### config.mk
export PLATFORM = sky130hd
export DESIGN_NAME = gain_ctrl_device_flat
export DESIGN_NICKNAME = d
export VERILOG_FILES = /design/src/gain_ctrl_pkg.sv /design/src/gain_link_if.sv /design/src/gain_ctrl_device.sv /design/src/flat_wrapper.sv
export SDC_FILE = /design/constraint.sdc
export NUM_CORES = 1
export LEC_CHECK = 0
export BUFFER_PORTS_ARGS = -buffer_cell sky130_fd_sc_hd__clkbuf_2
export CAP_MARGIN = 10
export CORE_MARGIN = 2
export CORE_UTILIZATION = 50
export CTS_BUF_LIST = sky130_fd_sc_hd__clkbuf_4 sky130_fd_sc_hd__clkbuf_8 sky130_fd_sc_hd__clkbuf_16
export DETAILED_ROUTE_END_ITERATION = 10
export MAX_ROUTING_LAYER = met4
export PLACE_DENSITY = 0.79
export SYNTH_ARGS = -nofsm -noshare
export SYNTH_HDL_FRONTEND = slang
export SYNTH_SLANG_ARGS = --single-unit
### constraint.sdc
create_clock -name ref_clk -period 1.9 [get_ports ref_clk]
set_input_delay 0.38 -clock ref_clk [delete_from_list [all_inputs] [get_ports ref_clk]]
set_output_delay 0.38 -clock ref_clk [all_outputs]
set_load 0.05 [all_outputs]
### src/gain_ctrl_pkg.sv
// constants and types for the serial gain control port
package gain_ctrl_pkg;
   localparam int FRAME_BITS = 12;
   localparam int ADDR_BITS = 4;
   localparam int DATA_BITS = 8;
   localparam int CNT_BITS = 5;
   localparam logic [CNT_BITS-1:0] FRAME_LEN = 5'h0C;
   localparam logic [CNT_BITS-1:0] CNT_SAT = 5'h1F;
   localparam int NUM_REGS = 8;
   localparam logic [ADDR_BITS-1:0] ADDR_GAIN = 4'h0;
   localparam logic [ADDR_BITS-1:0] ADDR_CTRL = 4'h1;
   localparam logic [ADDR_BITS-1:0] ADDR_ROM = 4'h2;
   localparam logic [ADDR_BITS-1:0] ADDR_LAST = 4'h7;
   localparam int BIAS_HI = 7;
   localparam int BIAS_LO = 6;
   localparam int GAIN_HI = 5;
   localparam int GAIN_LO = 0;
   localparam int PATH_BIT = 2;
   localparam int SWB_BIT = 1;
   localparam int SWA_BIT = 0;
   localparam int LOAD_BIT = 3;
   localparam logic [DATA_BITS-1:0] RESET_VAL = 8'h00;
   localparam logic [1:0] BIAS_FULL = 2'h3;
   localparam logic [5:0] GAIN_MAX = 6'h3F;
   localparam real CLK_MHZ = 50.0;
   localparam real POWERUP_US = 100.0;
   localparam int POWERUP_CYC = int'(POWERUP_US * CLK_MHZ);
   localparam int HALF_DIV = 4;
   localparam int DIV_BITS = 3;
   localparam int CMD_ADDR_BITS = 4;
   localparam logic [CMD_ADDR_BITS-1:0] CMD_FRAME = 4'h0;
   localparam logic [CMD_ADDR_BITS-1:0] CMD_STATUS = 4'h1;
   localparam logic [CMD_ADDR_BITS-1:0] CMD_GATE = 4'h2;
   typedef logic [FRAME_BITS-1:0] frame_t;
   typedef enum {HOST_WAIT, HOST_IDLE, HOST_SETUP, HOST_LOW, HOST_HIGH, HOST_END} host_state_t;
endpackage

### src/gain_link_if.sv
// three-wire link between host controller and amplifier control port
`timescale 1ns/100ps
`default_nettype none
interface gain_link_if;
   logic sclk;
   logic sdata;
   logic select_n;
   logic transmit_gate;
   modport host (output sclk, output sdata, output select_n, output transmit_gate);
   modport device (input sclk, input sdata, input select_n, input transmit_gate);
endinterface
`default_nettype wire

### src/gain_ctrl_device.sv
// amplifier control port: serial shifter and write-only register bank
`timescale 1ns/100ps
`default_nettype none
module gain_ctrl_device
   import gain_ctrl_pkg::*;
(
   input wire logic ref_clk,
   input wire logic reset,
   gain_link_if.device link,
   output logic [1:0] bias_level,
   output logic [5:0] gain_step,
   output logic output_path_sel,
   output logic first_output_en,
   output logic second_output_en,
   output logic switch_line_a,
   output logic switch_line_b,
   output logic transmit_on,
   output logic table_load_pulse,
   output logic full_linearity,
   output logic max_gain
);
   import gain_ctrl_pkg::*;

   logic [2:0] sclkSync_r;
   logic [2:0] selSync_r;
   logic [1:0] dataSync_r;
   logic [1:0] gateSync_r;
   logic sclkRise;
   logic selRise;
   logic selLow;
   frame_t shift_r;
   logic [CNT_BITS-1:0] count_r;
   logic [DATA_BITS-1:0] regs_r [NUM_REGS];
   logic [1:0] bias_r;
   logic [5:0] gain_r;
   logic loadPrev_r;
   logic loadPulse_r;
   logic gate_r;
   logic commit;
   logic [ADDR_BITS-1:0] frameAddr;
   logic [DATA_BITS-1:0] frameData;

   // only stage 1 and beyond feed logic; stage 0 is the metastable flop
   always_ff @(posedge ref_clk)
   begin
      if (reset)
      begin
         sclkSync_r <= '0;
         selSync_r <= 3'h7;
         dataSync_r <= '0;
         gateSync_r <= '0;
      end
      else
      begin
         sclkSync_r <= {sclkSync_r[1:0], link.sclk};
         selSync_r <= {selSync_r[1:0], link.select_n};
         dataSync_r <= {dataSync_r[0], link.sdata};
         gateSync_r <= {gateSync_r[0], link.transmit_gate};
      end
   end

   assign sclkRise = sclkSync_r[1] & ~sclkSync_r[2];
   assign selRise = selSync_r[1] & ~selSync_r[2];
   assign selLow = ~selSync_r[1];
   assign frameAddr = shift_r[FRAME_BITS-1 -: ADDR_BITS];
   assign frameData = shift_r[DATA_BITS-1:0];
   assign commit = selRise && (count_r == FRAME_LEN);

   always_ff @(posedge ref_clk)
   begin
      if (reset)
      begin
         shift_r <= '0;
         count_r <= '0;
      end
      else if (selRise)
      begin
         count_r <= '0;
      end
      else if (selLow && sclkRise)
      begin
         shift_r <= {shift_r[FRAME_BITS-2:0], dataSync_r[1]};
         if (count_r != CNT_SAT)
         begin
            count_r <= count_r + 5'h01;
         end
      end
   end

   // no readback path exists: the bank is only ever written
   always_ff @(posedge ref_clk)
   begin
      if (reset)
      begin
         for (int i = 0; i < NUM_REGS; i++)
         begin
            regs_r[i] <= RESET_VAL;
         end
      end
      else if (commit && frameAddr <= ADDR_LAST)
      begin
         regs_r[frameAddr[2:0]] <= frameData;
      end
   end

   // operating point moves only at the select rising edge, never mid-frame
   always_ff @(posedge ref_clk)
   begin
      if (reset)
      begin
         bias_r <= '0;
         gain_r <= '0;
      end
      else if (commit && frameAddr == ADDR_GAIN)
      begin
         bias_r <= frameData[BIAS_HI:BIAS_LO];
         gain_r <= frameData[GAIN_HI:GAIN_LO];
      end
   end

   always_ff @(posedge ref_clk)
   begin
      if (reset)
      begin
         loadPrev_r <= 1'b0;
         loadPulse_r <= 1'b0;
      end
      else
      begin
         loadPrev_r <= regs_r[ADDR_ROM[2:0]][LOAD_BIT];
         loadPulse_r <= loadPrev_r & ~regs_r[ADDR_ROM[2:0]][LOAD_BIT];
      end
   end

   always_ff @(posedge ref_clk)
   begin
      if (reset)
      begin
         gate_r <= 1'b0;
      end
      else
      begin
         gate_r <= gateSync_r[1];
      end
   end

   assign bias_level = bias_r;
   assign gain_step = gain_r;
   assign full_linearity = (bias_r == BIAS_FULL);
   assign max_gain = (gain_r == GAIN_MAX);
   assign output_path_sel = regs_r[ADDR_CTRL[2:0]][PATH_BIT];
   assign first_output_en = gate_r & ~regs_r[ADDR_CTRL[2:0]][PATH_BIT];
   assign second_output_en = gate_r & regs_r[ADDR_CTRL[2:0]][PATH_BIT];
   assign switch_line_b = regs_r[ADDR_CTRL[2:0]][SWB_BIT];
   assign switch_line_a = regs_r[ADDR_CTRL[2:0]][SWA_BIT];
   assign transmit_on = gate_r;
   assign table_load_pulse = loadPulse_r;
endmodule
`default_nettype wire

### src/flat_wrapper.sv
// flat-port wrapper written by rule: the top's interface ports become plain ports
module gain_ctrl_device_flat import gain_ctrl_pkg::*;
  (ref_clk, reset, bias_level, gain_step, output_path_sel, first_output_en, second_output_en, switch_line_a, switch_line_b, transmit_on, table_load_pulse, full_linearity, max_gain, link_sclk, link_sdata, link_select_n, link_transmit_gate);
  gain_link_if link_i ();
  input wire logic ref_clk;
  input wire logic reset;
  output logic [1:0] bias_level;
  output logic [5:0] gain_step;
  output logic output_path_sel;
  output logic first_output_en;
  output logic second_output_en;
  output logic switch_line_a;
  output logic switch_line_b;
  output logic transmit_on;
  output logic table_load_pulse;
  output logic full_linearity;
  output logic max_gain;
  input wire logic [$bits(link_i.sclk)-1:0] link_sclk;
  input wire logic [$bits(link_i.sdata)-1:0] link_sdata;
  input wire logic [$bits(link_i.select_n)-1:0] link_select_n;
  input wire logic [$bits(link_i.transmit_gate)-1:0] link_transmit_gate;
  assign link_i.sclk = link_sclk;
  assign link_i.sdata = link_sdata;
  assign link_i.select_n = link_select_n;
  assign link_i.transmit_gate = link_transmit_gate;
  gain_ctrl_device u_core (.ref_clk(ref_clk), .reset(reset), .link(link_i), .bias_level(bias_level), .gain_step(gain_step), .output_path_sel(output_path_sel), .first_output_en(first_output_en), .second_output_en(second_output_en), .switch_line_a(switch_line_a), .switch_line_b(switch_line_b), .transmit_on(transmit_on), .table_load_pulse(table_load_pulse), .full_linearity(full_linearity), .max_gain(max_gain));
endmodule
==> impl_metrics.tcl <==
set metrics [dict create \
    status "finished, final reports clean" \
    num_antenna_cells 0 \
    critical_path_class "reg -> reg" \
    clk_path_buf_depth 2 \
    die_x_um 61.0 \
    worstPathRequired_ns 2.16 \
    dp_hpwl_mm 2.03 \
    synth_area_mm2 0.00163 \
    layout_common_cells "nand2_1 (45), dfxtp_1 (36), clkbuf_2 (22)" \
    die_h_um 61.0 \
    grt_max_degree 17 \
    grt_pass1_wl_mm 4.69 \
    root_buffer "clkbuf_4" \
    worstPathMaxFanout 8 \
    cts.sinks 42 \
    dr_wl_met3_um 125 \
    synthSimpleGateAreaFrac_pct 25.9 \
    fin_worst_skew_ns 0.00996 \
    synth_xor_area_share_pct 0.539 \
    hold_ws_ns 0.206 \
    core_area_mm2 0.00308 \
    setup_violations 0 \
    initial_core_util_pct 52.8 \
    path_clk_slew_ns 0.12 \
    syn_area_per_cell_um2 9.45 \
    grt_pass1_vias 1135 \
    min_period_over_period_pct 96.7 \
    synthTopCellsByArea "dfxtp_1 (47%), nand2_1 (10%), edfxtp_1 (7.4%), mux2i_1 (5.5%), a21oi_1 (4.6%)" \
    leakagePower_nw 0.767 \
    peakVddDrop_mv 0.703 \
    hold_viol 0 \
    die_area_mm2 0.00372 \
    clk_latency_ns 0.35 \
    cts_buffers 5 \
    synth_compound_area_share_pct 6.70 \
    drtPass1Iterations 4 \
    rsz0062_at_grt "no" \
    cts_htree_levels 2 \
    fin_nets 209 \
    fmax_ghz 0.544 \
    start_kind "register" \
    yosys.area.top_type_share_pct 46.8 \
    drv_cap 0 \
    power_density_mw_per_mm2 811 \
    cts_setup_buffers 0 \
    drive_gt1_share_pct 23.4 \
    holdBufCountCts 0 \
    r2r-start "u_core.count_r[0]" \
    postRouteAntennaNets 0 \
    drv_slew 0 \
    ys.flop_type "dfxtp_1" \
    worst_setup_path_end_kind "register" \
    via_per_inst 4.95 \
    dr.first_iter.drc_count 48 \
    dr_wl_met2_mm 1.40 \
    startpoint "u_core.count_r[0]" \
    cts_tree "built" \
    routedWlPerCell_um 11.6 \
    async_flop_share_pct 0 \
    grt_usage_pct 17.9 \
    setup_tns_ns 0 \
    synth_top_family_by_area "simple AND/OR/NAND/NOR gates" \
    muxShareOfSynthArea_pct 5.54 \
    synth_edf_count 4 \
    ys_seq_elements 42 \
    wl_met1_mm 1.24 \
    seq_area_frac_synth_pct 54.2 \
    hold_path.class "in -> reg" \
    synthCells 172 \
    place.gp.congestion 0.796 \
    min_period_ns 1.84 \
    synth_top_cell_by_area "dfxtp_1" \
    yosysWarningCount 0 \
    syn_to_final_growth_pct 16.2 \
    hp-start "link_select_n" \
    wl_mm 2.83 \
    synth_cell_types 32 \
    placed_cell_area_mm2 0.00179 \
    final_common_cell "nand2_1" \
    maxSlewHeadroom_pct 74.1 \
    synth_fa_ha_area_share_pct 2.31 \
    maxUsedRoutingLayer "met4" \
    port_buffers 22 \
    synth_fp_nets 181 \
    overflow 0 \
    worst_pin_slew_ns 0.385 \
    num_io_pins 23 \
    rows 20 \
    cp.arrival_ns 2.09 \
    grt_antenna_before_repair 0 \
    drc 0 \
    num_vias 1212 \
    final_area_mm2 0.00189 \
]
[sequential cells by signal (all words and copies together) (netlist names), 2 cells and up]
| register | count |
|---|---|
| u_core.bias_level | 2 |
| u_core.count_r | 5 |
| u_core.dataSync_r | 2 |
| u_core.gain_step | 6 |
| u_core.gateSync_r | 2 |
| u_core.regs_r | 4 |
| u_core.sclkSync_r | 3 |
| u_core.selSync_r | 3 |
| u_core.shift_r | 12 |
[per-stage QoR]
| stage | instances | utilization [%] | power [W] | setup WS (ns) |
|---|---|---|---|---|
| finish | 245 | 61.4 | 0.00153 | 0.0632 |
| global route | 245 | 61.4 | 0.00159 | 0.00380 |
| CTS | 245 | 60.9 | 0.00155 | 0.0163 |
| detailed placement | 237 | 58.2 | 0.00100 | 0.00973 |
| global placement | 237 | 58.2 | 0.00100 | 0.112 |
| floorplan | 172 | - | 0.000986 | 0.0548 |
[layer usage]
layer | GRT usage (%) | vias up
li1 | - | 630
met1 | 18.5 | 550
met2 | 30.1 | 24
met3 | 7.14 | 8
met4 | 7.45 | 0
met5 | - | -
[final timing paths]
check / to / slack, ns / cells after the start
setup / recovery: u_core.gain_step[1] / 0.06 / 6
setup reg to reg: u_core.gain_step[1] / 0.06 / 6
hold reg to reg: u_core.selSync_r[1] / 0.43 / 1
hold / removal: u_core.selSync_r[0] / 0.21 / 2
[cell type report]
cell class / instances / area (um^2)
Clock inverter: 3 / 40.0
Tap cell: 44 / 55.1
Sequential cell: 42 / 883
Fill cell: 271 / 1190
Clock buffer: 5 / 37.5
Inverter: 5 / 18.8
Multi-Input combinational cell: 116 / 681
Timing Repair Buffer: 30 / 174
[synth_stat cells (3+ instances only)]
| master | count |
|---|---|
| inv_1 | 5 |
| a21oi_1 | 15 |
| clkbuf_1 | 6 |
| edfxtp_1 | 4 |
| and2_1 | 5 |
| nand2_1 | 45 |
| ha_1 | 3 |
| mux2i_1 | 9 |
| nor2b_1 | 10 |
| or2_2 | 3 |
| dfxtp_1 | 38 |
[cell families (layout without fill, tap and decap cells)]
logic type               count (synthesis)  count (layout)
AND/OR/NAND/NOR                         83              83
flip-flops                              42              42
AO/OA/AOI/OAI                           20              20
buffers and inverters                   14              43
multiplexers                             9               9
adder cells (fa/ha/maj)                  3               3
XOR/XNOR                                 1               1
[critical path, cell delays in order, from the launching register on]
cell	delay, ns
dfxtp_2	0.36
inv_1	0.06
ha_1	0.13
or4b_4	0.46
or4_4	0.43
buf_6	0.16
mux2i_2	0.15
[power breakdown]
group          total (W)  switching (W)  internal [W]
logic          0.0000669      0.0000445     0.0000224
registers       0.000916     0.00000688      0.000909
clock network   0.000549       0.000277      0.000273
[timing repair]
| item | in CTS | in global routing |
|---|---|---|
| gates cloned | 0 | 0 |
| gates resized for setup | 2 | 4 |
| endpoints found under the setup margin | 1 | 7 |
Power figures use the tool's default switching activity.
